**src/verilog/qtm_pkg.sv**
```systemverilog
// Package of constants and carrier types for the quad timer block
package qtm_pkg;
    localparam int QTM_NTIM = 4;
    localparam int QTM_AW   = 8;
    // Register indices; byte address is four times the index
    localparam logic [7:0] QTM_IDX_DAT_LO [QTM_NTIM] = '{8'h68, 8'h6a, 8'h76, 8'h78};
    localparam logic [7:0] QTM_IDX_DAT_HI [QTM_NTIM] = '{8'h69, 8'h6b, 8'h77, 8'h79};
    localparam logic [7:0] QTM_IDX_CNT_LO [QTM_NTIM] = '{8'h6c, 8'h6e, 8'h7a, 8'h7c};
    localparam logic [7:0] QTM_IDX_CNT_HI [QTM_NTIM] = '{8'h6d, 8'h6f, 8'h7b, 8'h7d};
    localparam logic [7:0] QTM_IDX_CON0   [QTM_NTIM] = '{8'h70, 8'h72, 8'h7e, 8'h80};
    localparam logic [7:0] QTM_IDX_CON1   [QTM_NTIM] = '{8'h71, 8'h73, 8'h7f, 8'h81};
    localparam logic [7:0] QTM_IDX_STAT   [QTM_NTIM] = '{8'h74, 8'h75, 8'h82, 8'h83};
    localparam logic [7:0] QTM_IDX_IRQ_STS = 8'h90;
    localparam logic [7:0] QTM_IDX_IRQ_MSK = 8'h91;
    // Implemented mode bits per timer
    localparam logic [2:0] QTM_CON0_MASK [QTM_NTIM] = '{3'h7, 3'h3, 3'h5, 3'h1};
    localparam int QTM_RUN_BIT = 0;
    localparam int QTM_FM_BIT  = 2;
    localparam int QTM_OVF_BIT = 0;
    localparam logic [2:0] QTM_T0_AR_RUN  = 3'h1;
    localparam logic [2:0] QTM_T0_CAP_RUN = 3'h3;
    localparam logic [2:0] QTM_T0_FMEAS   = 3'h4;
    localparam logic [1:0] QTM_CLK_LOW     = 2'h0;
    localparam logic [1:0] QTM_CLK_HIGH    = 2'h1;
    localparam logic [1:0] QTM_CLK_EXT     = 2'h2;
    localparam logic [1:0] QTM_CLK_PARTNER = 2'h3;
    // Reset values and counter maximum
    localparam logic [2:0] QTM_CON0_RST = 3'h0;
    localparam logic [1:0] QTM_CON1_RST = 2'h0;
    localparam logic [7:0] QTM_CNT_RST  = 8'h00;
    localparam logic [3:0] QTM_IRQ_RST  = 4'h0;
    localparam logic [7:0] QTM_CNT_MAX  = 8'hff;

    typedef struct packed {
        logic [2:0] mode;
        logic [1:0] clk_sel;
    } qtm_ctrl_t;

    typedef struct packed {
        logic [1:0] cnt_we;
        logic [1:0] dat_we;
        logic [3:0] wdata;
    } qtm_wr_t;

    typedef enum logic {QTM_BUS_IDLE, QTM_BUS_DATA} qtm_bus_st_t;
endpackage

```
**src/verilog/qtm_pin_sync.sv**
```systemverilog
// Three-stage synchroniser with rising-edge detection for clock pins
`timescale 1ns/1ps
module qtm_pin_sync #(
    parameter int N = 4
) (
    // Clock and reset
    input  wire logic         i_core_clk,
    input  wire logic         i_nrst,
    // Pins and edge pulses
    input  wire logic [N-1:0] i_pin,
    output logic      [N-1:0] o_rise
);
    logic [N-1:0] s1_reg;
    logic [N-1:0] s2_reg;
    logic [N-1:0] s3_reg;
    logic [N-1:0] lvl_reg;

    genvar g;
    generate
        for (g = 0; g < N; g++) begin : g_bit
            always_ff @(posedge i_core_clk or negedge i_nrst) begin
                if (!i_nrst) begin
                    s1_reg[g]  <= 1'b0;
                    s2_reg[g]  <= 1'b0;
                    s3_reg[g]  <= 1'b0;
                    lvl_reg[g] <= 1'b0;
                end else begin
                    s1_reg[g] <= i_pin[g];
                    s2_reg[g] <= s1_reg[g];
                    s3_reg[g] <= s2_reg[g];
                    if (s2_reg[g] == s3_reg[g]) begin
                        lvl_reg[g] <= s3_reg[g];
                    end
                end
            end
            // Accepted level rises only once two stages agree
            assign o_rise[g] = (s2_reg[g] == s3_reg[g]) && s3_reg[g] && !lvl_reg[g];
        end
    endgenerate
endmodule

```
**src/verilog/qtm_timer_chan.sv**
```systemverilog
// One 8-bit up-counter with reload data register and overflow flag
`timescale 1ns/1ps
module qtm_timer_chan
    import qtm_pkg::*;
(
    // Clock and reset
    input  wire logic       i_core_clk,
    input  wire logic       i_nrst,
    // Count event and software writes
    input  wire logic       i_tick,
    input  wire qtm_wr_t    i_wr,
    // State
    output logic [7:0]      o_count,
    output logic [7:0]      o_data,
    output logic            o_ovf,
    output logic            o_ovf_flag
);
    logic [7:0] cnt_reg;
    logic [7:0] dat_reg;
    logic       flag_reg;

    assign o_ovf = i_tick && (cnt_reg == QTM_CNT_MAX) && (i_wr.cnt_we == 2'h0);

    always_ff @(posedge i_core_clk or negedge i_nrst) begin
        if (!i_nrst) begin
            cnt_reg <= QTM_CNT_RST;
        end else if (i_wr.cnt_we != 2'h0) begin
            if (i_wr.cnt_we[0]) cnt_reg[3:0] <= i_wr.wdata;
            if (i_wr.cnt_we[1]) cnt_reg[7:4] <= i_wr.wdata;
        end else if (o_ovf) begin
            cnt_reg <= dat_reg;
        end else if (i_tick) begin
            cnt_reg <= cnt_reg + 8'h01;
        end
    end

    always_ff @(posedge i_core_clk or negedge i_nrst) begin
        if (!i_nrst) begin
            dat_reg <= QTM_CNT_RST;
        end else begin
            if (i_wr.cnt_we[0] || i_wr.dat_we[0]) dat_reg[3:0] <= i_wr.wdata;
            if (i_wr.cnt_we[1] || i_wr.dat_we[1]) dat_reg[7:4] <= i_wr.wdata;
        end
    end

    always_ff @(posedge i_core_clk or negedge i_nrst) begin
        if (!i_nrst) begin
            flag_reg <= 1'b0;
        end else if (o_ovf) begin
            flag_reg <= !flag_reg;
        end
    end

    assign o_count    = cnt_reg;
    assign o_data     = dat_reg;
    assign o_ovf_flag = flag_reg;
endmodule

```
**src/verilog/qtm_top.sv**
```systemverilog
// Quad 8-bit timer with mode and clock selection behind an AHB-Lite slave
//
// Added by the designer: the AHB-Lite register port.
`timescale 1ns/1ps
module qtm_top
    import qtm_pkg::*;
(
    // Clock and reset
    input  wire logic        i_core_clk,
    input  wire logic        i_nrst,
    // AHB-Lite slave
    input  wire logic        i_hsel,
    input  wire logic [31:0] i_haddr,
    input  wire logic [1:0]  i_htrans,
    input  wire logic        i_hwrite,
    input  wire logic [2:0]  i_hsize,
    input  wire logic [31:0] i_hwdata,
    input  wire logic        i_hready,
    output logic      [31:0] o_hrdata,
    output logic             o_hreadyout,
    output logic             o_hresp,
    // Timer clock sources
    input  wire logic        i_low_speed_base_clock,
    input  wire logic        i_high_speed_osc_clock,
    input  wire logic        i_ext_clock_pin_a,
    input  wire logic        i_ext_clock_pin_b,
    // Status and interrupt
    output logic      [3:0]  o_ovf_toggle,
    output logic             o_irq
);
    qtm_bus_st_t     st_reg;
    logic            hready_reg;
    logic [31:0]     hrdata_reg;
    logic            aw_reg;
    logic            amap_reg;
    logic [7:0]      aidx_reg;
    logic            wr_hit;
    logic            rd_hit;
    logic [31:0]     rd_mux;
    qtm_ctrl_t       ctrl_reg [QTM_NTIM];
    qtm_wr_t         wr       [QTM_NTIM];
    logic [7:0]      count    [QTM_NTIM];
    logic [7:0]      data     [QTM_NTIM];
    logic [3:0]      ovf;
    logic [3:0]      flag;
    logic [3:0]      tick;
    logic [3:0]      en;
    logic [3:0]      rise;
    logic [3:0]      irq_sts_reg;
    logic [3:0]      irq_msk_reg;
    logic [3:0]      irq_sts_next;
    logic [3:0]      irq_msk_next;
    logic [3:0]      irq_out_reg;
    logic            irq_reg;

    // Clock pins: 0 low-speed, 1 high-speed, 2 external a, 3 external b
    qtm_pin_sync #(
        .N (4)
    ) u_sync (
        .i_core_clk (i_core_clk),
        .i_nrst     (i_nrst),
        .i_pin      ({i_ext_clock_pin_b, i_ext_clock_pin_a, i_high_speed_osc_clock, i_low_speed_base_clock}),
        .o_rise     (rise)
    );

    // Bus: one address phase, one wait cycle, then the answer
    always_ff @(posedge i_core_clk or negedge i_nrst) begin
        if (!i_nrst) begin
            st_reg     <= QTM_BUS_IDLE;
            hready_reg <= 1'b1;
            aw_reg     <= 1'b0;
            amap_reg   <= 1'b0;
            aidx_reg   <= 8'h00;
        end else begin
            case (st_reg)
                QTM_BUS_IDLE: begin
                    if (i_hsel && i_htrans[1] && i_hready) begin
                        st_reg     <= QTM_BUS_DATA;
                        hready_reg <= 1'b0;
                        aw_reg     <= i_hwrite;
                        amap_reg   <= (i_haddr[31:10] == 22'h0) && (i_haddr[1:0] == 2'h0);
                        aidx_reg   <= i_haddr[9:2];
                    end
                end
                QTM_BUS_DATA: begin
                    st_reg     <= QTM_BUS_IDLE;
                    hready_reg <= 1'b1;
                end
                default: begin
                    st_reg     <= QTM_BUS_IDLE;
                    hready_reg <= 1'b1;
                end
            endcase
        end
    end

    assign wr_hit = (st_reg == QTM_BUS_DATA) && aw_reg && amap_reg;
    assign rd_hit = (st_reg == QTM_BUS_DATA) && !aw_reg;

    always_ff @(posedge i_core_clk or negedge i_nrst) begin
        if (!i_nrst) begin
            hrdata_reg <= 32'h0;
        end else if (rd_hit) begin
            hrdata_reg <= amap_reg ? rd_mux : 32'h0;
        end
    end

    // Register read mux; unmapped and reserved bits read as zero
    always_comb begin
        rd_mux = 32'h0;
        for (int i = 0; i < QTM_NTIM; i++) begin
            if (aidx_reg == QTM_IDX_CNT_LO[i]) rd_mux[3:0] = count[i][3:0];
            if (aidx_reg == QTM_IDX_CNT_HI[i]) rd_mux[3:0] = count[i][7:4];
            if (aidx_reg == QTM_IDX_DAT_LO[i]) rd_mux[3:0] = data[i][3:0];
            if (aidx_reg == QTM_IDX_DAT_HI[i]) rd_mux[3:0] = data[i][7:4];
            if (aidx_reg == QTM_IDX_CON0[i]) rd_mux[2:0] = ctrl_reg[i].mode;
            if (aidx_reg == QTM_IDX_CON1[i]) rd_mux[1:0] = ctrl_reg[i].clk_sel;
            if (aidx_reg == QTM_IDX_STAT[i]) rd_mux[QTM_OVF_BIT] = flag[i];
        end
        if (aidx_reg == QTM_IDX_IRQ_STS) rd_mux[3:0] = irq_sts_reg;
        if (aidx_reg == QTM_IDX_IRQ_MSK) rd_mux[3:0] = irq_msk_reg;
    end

    // Per-timer write strobes
    always_comb begin
        for (int i = 0; i < QTM_NTIM; i++) begin
            wr[i].wdata  = i_hwdata[3:0];
            wr[i].cnt_we = {wr_hit && (aidx_reg == QTM_IDX_CNT_HI[i]),
                            wr_hit && (aidx_reg == QTM_IDX_CNT_LO[i])};
            wr[i].dat_we = {wr_hit && (aidx_reg == QTM_IDX_DAT_HI[i]),
                            wr_hit && (aidx_reg == QTM_IDX_DAT_LO[i])};
        end
    end

    // Mode and clock-select registers
    always_ff @(posedge i_core_clk or negedge i_nrst) begin
        if (!i_nrst) begin
            for (int i = 0; i < QTM_NTIM; i++) begin
                ctrl_reg[i].mode    <= QTM_CON0_RST;
                ctrl_reg[i].clk_sel <= QTM_CON1_RST;
            end
        end else begin
            for (int i = 0; i < QTM_NTIM; i++) begin
                if (wr_hit && (aidx_reg == QTM_IDX_CON0[i])) begin
                    ctrl_reg[i].mode <= i_hwdata[2:0] & QTM_CON0_MASK[i];
                end
                if (wr_hit && (aidx_reg == QTM_IDX_CON1[i])) begin
                    ctrl_reg[i].clk_sel <= i_hwdata[1:0];
                end
            end
        end
    end

    function automatic logic pick_src(input logic [1:0] sel, input logic ext, input logic partner);
        logic s;
        s = 1'b0;
        case (sel)
            QTM_CLK_LOW:  s = rise[0];
            QTM_CLK_HIGH: s = rise[1];
            QTM_CLK_EXT:  s = ext;
            default:      s = partner;
        endcase
        return s;
    endfunction

    // Clock selection and run enables
    always_comb begin
        tick[0] = pick_src(ctrl_reg[0].clk_sel, rise[2], 1'b0);
        tick[1] = pick_src(ctrl_reg[1].clk_sel, rise[3], ovf[0]);
        tick[2] = pick_src(ctrl_reg[2].clk_sel, rise[2], 1'b0);
        tick[3] = pick_src(ctrl_reg[3].clk_sel, rise[3], ovf[2]);
        en[0] = (ctrl_reg[0].mode == QTM_T0_AR_RUN) || (ctrl_reg[0].mode == QTM_T0_CAP_RUN)
                || (ctrl_reg[0].mode == QTM_T0_FMEAS);
        en[1] = ctrl_reg[1].mode[QTM_RUN_BIT] || (ctrl_reg[1].clk_sel == QTM_CLK_PARTNER);
        en[2] = ctrl_reg[2].mode[QTM_RUN_BIT] || ctrl_reg[2].mode[QTM_FM_BIT];
        en[3] = ctrl_reg[3].mode[QTM_RUN_BIT] || (ctrl_reg[3].clk_sel == QTM_CLK_PARTNER);
    end

    genvar g;
    generate
        for (g = 0; g < QTM_NTIM; g++) begin : g_tim
            qtm_timer_chan u_chan (
                .i_core_clk (i_core_clk),
                .i_nrst     (i_nrst),
                .i_tick     (tick[g] && en[g]),
                .i_wr       (wr[g]),
                .o_count    (count[g]),
                .o_data     (data[g]),
                .o_ovf      (ovf[g]),
                .o_ovf_flag (flag[g])
            );
        end
    endgenerate

    // Overflow interrupt: set wins over write-one-to-clear
    always_comb begin
        irq_sts_next = irq_sts_reg;
        irq_msk_next = irq_msk_reg;
        if (wr_hit && (aidx_reg == QTM_IDX_IRQ_STS)) irq_sts_next = irq_sts_reg & ~i_hwdata[3:0];
        if (wr_hit && (aidx_reg == QTM_IDX_IRQ_MSK)) irq_msk_next = i_hwdata[3:0];
        irq_sts_next = irq_sts_next | ovf;
    end

    always_ff @(posedge i_core_clk or negedge i_nrst) begin
        if (!i_nrst) begin
            irq_sts_reg <= QTM_IRQ_RST;
            irq_msk_reg <= QTM_IRQ_RST;
            irq_reg     <= 1'b0;
        end else begin
            irq_sts_reg <= irq_sts_next;
            irq_msk_reg <= irq_msk_next;
            irq_reg     <= |(irq_sts_next & irq_msk_next);
        end
    end

    always_ff @(posedge i_core_clk or negedge i_nrst) begin
        if (!i_nrst) begin
            irq_out_reg <= 4'h0;
        end else begin
            irq_out_reg <= flag ^ ovf;
        end
    end

    assign o_hrdata     = hrdata_reg;
    assign o_hreadyout  = hready_reg;
    assign o_hresp      = 1'b0;
    assign o_ovf_toggle = irq_out_reg;
    assign o_irq        = irq_reg;
endmodule

```
**config.mk**
```make
export PLATFORM = sky130hd
export DESIGN_NAME = qtm_top
export DESIGN_NICKNAME = d
export VERILOG_FILES = /design/src/verilog/qtm_pkg.sv /design/src/verilog/qtm_pin_sync.sv /design/src/verilog/qtm_timer_chan.sv /design/src/verilog/qtm_top.sv
export SDC_FILE = /design/constraint.sdc
export NUM_CORES = 1
export LEC_CHECK = 0
export BUFFER_PORTS_ARGS = -buffer_cell sky130_fd_sc_hd__buf_2
export CAP_MARGIN = 20
export CORE_MARGIN = 5
export CORE_UTILIZATION = 40
export CTS_CLUSTER_DIAMETER = 120
export DETAILED_ROUTE_END_ITERATION = 8
export GPL_TIMING_DRIVEN = 0
export HOLD_SLACK_MARGIN = 0.1
export MAX_ROUTING_LAYER = met4
export PLACE_DENSITY_LB_ADDON = 0.2
export SLEW_MARGIN = 20
export SYNTH_ARGS = -nofsm -noshare
export SYNTH_HDL_FRONTEND = slang
export SYNTH_HIERARCHICAL = 1
export SYNTH_SLANG_ARGS = --single-unit
export TNS_END_PERCENT = 30
```
**constraint.sdc**
```tcl
create_clock -name i_core_clk -period 7.32 [get_ports i_core_clk]
set_input_delay 0.732 -clock i_core_clk [delete_from_list [all_inputs] [get_ports i_core_clk]]
set_output_delay 0.732 -clock i_core_clk [all_outputs]
set_load 0.05 [all_outputs]
```
# ---- After elaboration in Yosys (flattened, before gate mapping)
# Index checks and enable logic that the tools add are counted.
dict set report totals {
  latch_bits 0
  out_inout_bits 39
  mem_bits_ro 0
  ram_bits 0
  word_cells 287
  regBits 157
  inputBits 78
  mem_count 0
}
dict set report op_classes {
  multipliers 0
  muxes 61
  add_sub_neg 4
  reduce_logical 102
  n_div 0
  n_shift 0
  magnitude_cmp 0
  n_eq_ne 60
  n_bitwise 6
}
# operator n
set op_table {}
lappend op_table {{== test 8 x 7 -> 1 bit, second input constant} 24}
lappend op_table {{two-way mux 4 bit} 29}
lappend op_table {{two-way mux 8 bit} 12}
lappend op_table {{== test 8 bit, second input constant} 10}
lappend op_table {{logical AND 1 bit} 52}
lappend op_table {{adder 8 x 1 -> 8 bit, second input constant} 4}
lappend op_table {{logical NOT 22 bit} 1}
lappend op_table {{logical NOT 2 bit} 9}
lappend op_table {{AND reduction 2 bit} 9}
lappend op_table {{!= test 2 x 1 -> 1 bit, second input constant} 8}
lappend op_table {{logical OR 1 bit} 13}
lappend op_table {{== test 2 bit, second input constant} 6}
lappend op_table {{two-way mux 3 bit} 4}
lappend op_table {{case mux 1 bit (3 select lines)} 4}
lappend op_table {{nonzero test 3 bit} 4}
lappend op_table {{logical NOT 1 bit} 9}
lappend op_table {{bitwise AND 4 bit} 2}
lappend op_table {{== test 2 x 1 -> 1 bit, second input constant} 4}
lappend op_table {{two-way mux 2 bit} 4}
lappend op_table {{nonzero test 2 bit} 4}
lappend op_table {{two-way mux 1 bit} 6}
lappend op_table {{== test 1 bit} 4}
lappend op_table {{NOT 4 bit} 1}
lappend op_table {{bitwise OR 4 bit} 1}
lappend op_table {{8 further kinds} 9}

# ---- Longest topological paths before layout
# Gate-level depths: netlist (run 1).
dict set report depth {
  depth_word 32
  mapped_depth 20
  mapped_depth_nobuf 19
}

# ---- Hierarchy
# The synthesis (run 1) kept the hierarchy.
# mod n_inst cells_each area_per_inst_um2 seq_area_each_um2
set modules_own_cells {}
lappend modules_own_cells {qtm_timer_chan 4 95 965.9 425.4}
lappend modules_own_cells {qtm_top 1 470 3776.1 1127.3}
lappend modules_own_cells {qtm_pin_sync 1 28 535.5 400.4}

# ---- Worst setup path after synthesis (run 1)
# Ideal clock, no wire load.
dict set report synth_timing {
  path_kind {register to register}
  from {register aidx_reg[4]}
  to {register g_tim[1].u_chan.cnt_reg[1]}
  stages_incl_launch_ff 19
  n_path_buf 4
  setup_time_ns 0.126
  period_less_slack_ns 3.457
  setup_slack_ns 3.863
  arrival_ns 3.331
  path_cell_list {dfrtp_1 buf_2 and4bb_2 buf_2 buf_4 nand2_1 nor2_1 buf_4 nor4bb_1 nand4_1 inv_1 nand2_1 o21ai_0 nand2_1 o21ai_0 nand4_2 nor2_4 mux2_4 a221o_1}
}
# item line_no
set synth_rtl {}
lappend synth_rtl {{start, declared} qtm_top.sv:36} ;# logic [7:0] aidx_reg;
lappend synth_rtl {{start signal, assigned} qtm_top.sv:82} ;# aidx_reg <= i_haddr[9:2];
lappend synth_rtl {{end signal, assigned} qtm_timer_chan.sv:28} ;# if (i_wr.cnt_we[0]) cnt_reg[3:0] <= i_wr.wdata;
lappend synth_rtl {{end signal, assigned} qtm_timer_chan.sv:31} ;# cnt_reg <= dat_reg;
lappend synth_rtl {{end signal, assigned} qtm_timer_chan.sv:33} ;# cnt_reg <= cnt_reg + 8'h01;
lappend synth_rtl {{end, declared} qtm_timer_chan.sv:18} ;# logic [7:0] cnt_reg;

==> impl_results.md, run 1 <==
* Layout area overhead at 16.3%
* I/O pin count at 117
* Via count at 7286
* Status: complete, no violations
* Global placement routability congestion at slightly below 1
* LEAKAGE at 4.09 nW
* Post-Synth XOR/XNOR Area at 1.71%
* Final WL at about 26 mm
* RSZ-0062 raised after global routing: false
* GRT Overall Usage at between 20% and 30%
* Design area at between 9000 and 10000 sq um
* H-tree Lvls at 4
* Finished Core Util at roughly 47%
* Layout Skew at 0.0108 ns
* Most common cell in the netlist: dfrtp_1
* CTS Buf Count at 17
* Fin crit period at 4.53 ns
* Setup tns final at 0 ns
* Number of vias per cell at 5.76
* Antenna violations before repair at 0
* Buffers added on ports at 55
* Least-Margin Pin Slew at 1.06 ns
* Worst setup EP type: flip-flop
* DPL Wire Length at 18.8 mm
* Mean routed wirelength per cell at 20.5 um
* Synth cell count leaders: dfrtp_1, nand2_1, mux2_2, nor2_1, o21ai_0
* Mux cell area share after synthesis at between 10% and 20%
* Synth Instances at 878
* Ratio of cells with drive above 1 in the final layout at 23.8%
* Sequential element share of the synthesized area at 39.5%
* PnR Total Power at 0.00223 W
* Post-Synth Simple-Gate Area at 24.4%
* Inserted Diodes at 0
* Async SR Flop Fraction at 100%
* Number of gates resized after cts at 0
* Cell row count at 52
* Clk_lat worst skew at approximately 0.42 ns
* Yosys cell types at 73
* TritonCTS clock tree: yes
* Fin nets at 1067
* First-pass iteration count of the detailed router at 5
* Hold/Removal Path Class: primary input to asynchronous set/reset pin
* Final Hold Vio Count at 0
* Initial DRC count at between 500 and 600
* Synthesized area at 8180 sq um
* Worst VDD drop at 0.161 mV
* Vias in the first global route at 7055
* Data arrival, critical path at 4.84 ns
* Chip width at 153 um
* Synth Area in Adders at 1.22%
* Flops & latches, synth at 129
* Hold buffers post-CTS at 0
* R2r worst-path depth at 18
* Clk slew on worst S/H paths at 0.07 ns
* Post-synth EDFFs at 0
* Die Footprint at between 20000 and 25000 sq um
* Yosys warns at 6
* Core area at between 20000 and 25000 sq um
* Synth top area share at between 30% and 40%
* Initial Utilization at around two fifths
* Normalized max-slew margin at 28.5%
* Main combinational cell family by area after synthesis: simple AND/OR/NAND/NOR gates
* Root buf cell: clkbuf_16
* Setup bufs post-CTS at 0
* Pins over their slew limit at 0
* Post-route ant nets at 0
* Final hold slack at 0.214 ns
* CP Launch Type: flip-flop
* Dominant cells by area after synthesis: dfrtp_1, mux2_2, nand2_1
* # clock sinks at 129
* Fmax at 0.221 GHz
* First-pass GRT wire length at around 40 mm
* Setup violators final at 0
* PD cells at 235 nW/um^2
* Fin crit share at about three fifths
* Largest net degree at the start of global routing at 77
* Syn Area/Cell at 9.31 sq um
* Post-synthesis compound-gate area fraction at about 16%
* Top cell type by total area after synthesis: dfrtp_1
* Clock Tree Buf Depth at 2
* DR DRC count at 0
* Worst EP required at 7.63 ns
* Worst Setup Path Type: flip-flop to flip-flop
* Die Ht at 153 um
* Post-Place Cell Area at 8930 sq um
* Ys flop type: dfrtp_1
* Total grt overflow at 0
* Max_cap viols at 0
* Crit path max fanout at 10
[through the flow]
stage	instances	setup slack, ns
after detailed placement	1232	2.87
after global placement	1231	2.86
final	1264	2.79
after global routing	1264	2.41
after floorplan	906	3.86
after CTS	1264	2.83
[cell type report]
type / count / area (sq um)
buffer: 68 / 414
clock buffer: 17 / 425
clock inverter: 15 / 150
fill: 1953 / 10700
inverter: 20 / 75.1
multi-input combinational: 689 / 4560
sequential: 129 / 3230
tap: 270 / 338
timing repair buffer: 56 / 313
[critical path, cell delays in order, from the launching register on]
cell and delay (ns):
dfrtp_1 0.41, buf_2 0.25, nand2_1 0.26, nor2_1 0.45
nand2_1 0.25, nor2_1 0.38, nor4bb_1 0.14, nand4_1 0.21
inv_1 0.19, nand2_1 0.09, o21ai_0 0.08, nand2_1 0.07
o21ai_0 0.37, nor4bb_1 0.29, nand4_1 0.24, inv_1 0.11
a21o_1 0.18, a22o_1 0.18, a221o_1 0.26
[routing by layer]
| metal | GRT usage, % | wire length (um) | vias to the layer above |
|---|---|---|---|
| met5 | - | 0 | - |
| met4 | 7.68 | 703 | 0 |
| met3 | 5.03 | 1920 | 46 |
| met2 | 32.9 | 11400 | 316 |
| met1 | 31.6 | 11800 | 3517 |
| li1 | - | - | 3407 |
[power breakdown]
part | internal, W | leakage, nW | switching [W]
registers | 0.000779 | 1.58 | 0.000120
clock network | 0.000477 | 0.270 | 0.000360
logic | 0.000189 | 2.23 | 0.000307
total | 0.00144 | 4.09 | 0.000787
[worst paths after layout]
| check | endpoint | slack, ns | startpoint |
|---|---|---|---|
| min reg2reg | u_sync/s2_reg[2]$_DFF_PN0_ | 0.35 | u_sync/s1_reg[2]$_DFF_PN0_ |
| max | o_irq$_DFF_PN0_ | 2.79 | aidx_reg[0]$_DFFE_PN0P_ |
| min in group i_core_clk | u_sync/s2_reg[2]$_DFF_PN0_ | 0.35 | u_sync/s1_reg[2]$_DFF_PN0_ |
| max reg2reg | o_irq$_DFF_PN0_ | 2.79 | aidx_reg[0]$_DFFE_PN0P_ |
| min | g_tim[1].u_chan/o_count[6]$_DFFE_PN0P_ | 0.21 | i_nrst |
| max in group asynchronous | o_hreadyout$_DFFE_PN1P_ | 6.38 | i_nrst |
[cell usage in the layout, fill, tap and decap left out, drive strengths merged, types with 4 or more instances in the layout]
cell type  instances
conb              29
xnor2             12
o221ai             5
a22oi              7
inv               27
a31oi              8
a221o              6
buf              111
or3               13
nor3              39
ha                 8
nand4             27
o31ai              7
mux2i             19
a21oi             41
nor3b             13
nor4              11
clkinvlp           4
and3               9
o21a               7
o32ai              6
a21o               6
and4               6
a211o              5
nor4bb             5
nor2b             19
nand2            102
a32oi              4
dfrtp            128
o21ai             55
o2111ai            6
nor2              57
nand2b            10
nand3             28
xor2               4
clkbuf            30
o211ai             8
mux2              63
and2               7
[cell families after synthesis]
family | count (synthesis)
simple gates | 358
compound gates | 196
flops | 129
buf+inv | 88
mux | 82
xor+xnor | 16
fa+ha+maj | 8
other cells | 1
Power figures use the tool's default switching activity.
==> run 2, diff against run 1 <==
clock period = 4.5 ns   (was 7.32 ns; I/O delays follow)
==> impl_results.md, run 2 (same netlist as run 1, synthesis figures left out) <==
* Status: complete, no violations
* Worst setup margin at about 0.24 ns
* CP max stage delay at 0.39 ns
* Setup violators final at 0
* Total grt overflow at 0
* LEAKAGE at 4.10 nW
* I/O pin count at 117
* Core area at 20200 sq um
* Layout area overhead at 16.6%
* Max_cap viols at 0
* Die Footprint at around 23000 sq um
* First-pass GRT wire length at 41.2 mm
* Clock group share of total power at about 38%
* Setup tns final at 0 ns
* PD cells at 381 nW/um^2
* Clock Tree Buf Depth at 2
* Normalized max-slew margin at 54.7%
* Chip width at 153 um
* Finished Core Util at 47.3%
* Fin crit share at 94.8%
* Number of vias per cell at ~5.8
* Met2 WL at 11.3 mm
* Least-Margin Pin Slew at 0.680 ns
* Largest net degree at the start of global routing at 77
* Met3 WL at 2.00 mm
* Mean routed wirelength per cell at 20.4 um
* PnR Total Power at approximately 0.0036 W
* Crit-path most repeated cell: nand2_1
* Worst setup EP type: flip-flop
* Post-route ant nets at 0
* Post-Place Cell Area at between 8000 and 9000 sq um
* Final Hold Vio Count at 0
* RSZ-0062 raised after global routing: false
* Fin crit period at 4.26 ns
* TritonCTS clock tree: yes
* Buffers added on ports at between 50 and 60
* CP Launch Type: flip-flop
* Via count at 7308
* Cell row count at 52
* CTS Buf Count at 17
* Inserted Diodes at 0
* Root buf cell: clkbuf_16
* Design area at 9530 sq um
* Crit path max fanout at 10
* Worst VDD drop at approximately 0.26 mV
* Sequential fraction of design power at around two fifths
* Switching power at 0.00128 W
* Vias in the first global route at 7057
* Pins over their slew limit at 0
* Final WL at between 20 and 30 mm
* Data arrival, critical path at 4.63 ns
* Die Ht at ~150 um
* GRT Overall Usage at 22.7%
* Fmax at 0.235 GHz
* Combinational power share at 22.3%
* M1 WL at 11.8 mm
* Commonest non-fill, non-tap cell in the layout: dfrtp_1
* Slowest cell on crit path: nor4bb_1
* Worst EP required at 4.86 ns
* Initial Utilization at 40.5%
* Global placement routability congestion at 0.992
* Most frequent cells in the layout: dfrtp_1, nand2_1, buf_2
* DR DRC count at 0
* Antenna violations before repair at 0
* Critical-path cell list: buf_2, and4bb_2, buf_2, buf_4, nand2_1, nor2_1, buf_4, nor4bb_1, nand4_1, inv_1, nand2_1, o21ai_0, nand2_1, o21ai_2, nor4bb_2, nand4_1, inv_1, a21o_1, a22o_1, a221o_1
* Layout Skew at 0.0110 ns
* Initial DRC count at 552
* Uppermost layer routed: met4
* Sw Share at 35.2%
* Fin nets at 1068
* Worst Setup Path Type: flip-flop to flip-flop
* # clock sinks at 129
* Clk_lat worst skew at roughly 0.42 ns
* Clk slew on worst S/H paths at 0.06 ns
* Ratio of cells with drive above 1 in the final layout at approximately a quarter
* Internal power at 0.00235 W
* DPL Wire Length at 18.8 mm
* Hold/Removal Path Class: primary input to flip-flop
* H-tree Lvls at 4
* First-pass iteration count of the detailed router at 5
* Setup slack at placement at 0.0516 ns
[run 2: cell count changes in the layout (fill, tap and decap cells not counted), sizes merged]
cell	previous run	this run
dlygate4sd3	0	1
[run 2: critical path, delay by kind of cell (launching register included)]
| kind | cells | cell delay, ns |
|---|---|---|
| AND/OR/NAND/NOR | 9 | 1.99 |
| buffers and inverters | 6 | 1.26 |
| AO/OA/AOI/OAI | 5 | 0.63 |
| flip-flops | 1 | 0.32 |
[run 2: worst paths after layout]
kind / startpoint / end / slack (ns) / cells after the start
min: i_ext_clock_pin_b / u_sync/s1_reg[3]$_DFF_PN0_ / 0.13 / 1
max reg2reg: aidx_reg[4]$_DFFE_PN0P_ / o_irq$_DFF_PN0_ / 0.24 / 20
min reg2reg: u_sync/s1_reg[2]$_DFF_PN0_ / u_sync/s2_reg[2]$_DFF_PN0_ / 0.35 / 0
max in group asynchronous: i_nrst / o_hreadyout$_DFFE_PN1P_ / 3.24 / 3
max: aidx_reg[4]$_DFFE_PN0P_ / o_irq$_DFF_PN0_ / 0.24 / 20
min in group asynchronous: i_nrst / g_tim[1].u_chan/o_count[6]$_DFFE_PN0P_ / 0.53 / 2
[run 2: through the flow]
step	hold WS [ns]	cells
floorplan	0.154	906
global placement	0.333	1231
detailed placement	0.336	1232
CTS	0.109	1265
global route	0.106	1265
finish	0.131	1265
[run 2: timing repair]
| action | 4_1_cts | 5_1_grt |
|---|---|---|
| resized for setup | 0 | 6 |
| buffers inserted | 0 | 0 |
| hold endpoints to repair | 53 | 0 |
| endpoints found under the setup margin | 0 | 8 |
| hold buffers | 1 | 0 |
[run 2: cell type report]
type	instances	area, sq um
Timing Repair Buffer	57	323
Multi-Input combinational cell	689	4580
Sequential cell	129	3230
Fill cell	1950	10600
Clock buffer	17	425
Tap cell	270	338
Buffer	68	414
Inverter	20	75.1
Clock inverter	15	150
[run 2: power groups by stage]
stage	clock [W]	sequential, W	combinational (W)
after global placement	0	0.00148	0.000786
final	0.00136	0.00146	0.000810
after global routing	0.00145	0.00148	0.000879
after detailed placement	0	0.00148	0.000790
after floorplan	0	0.00142	0.000564
after CTS	0.00140	0.00146	0.000797
[run 2: metal layers]
layer | vias to the layer above | GRT usage, %
met5 | - | -
met4 | 0 | 7.68
met3 | 51 | 5.03
met2 | 328 | 32.9
met1 | 3525 | 31.6
li1 | 3404 | -
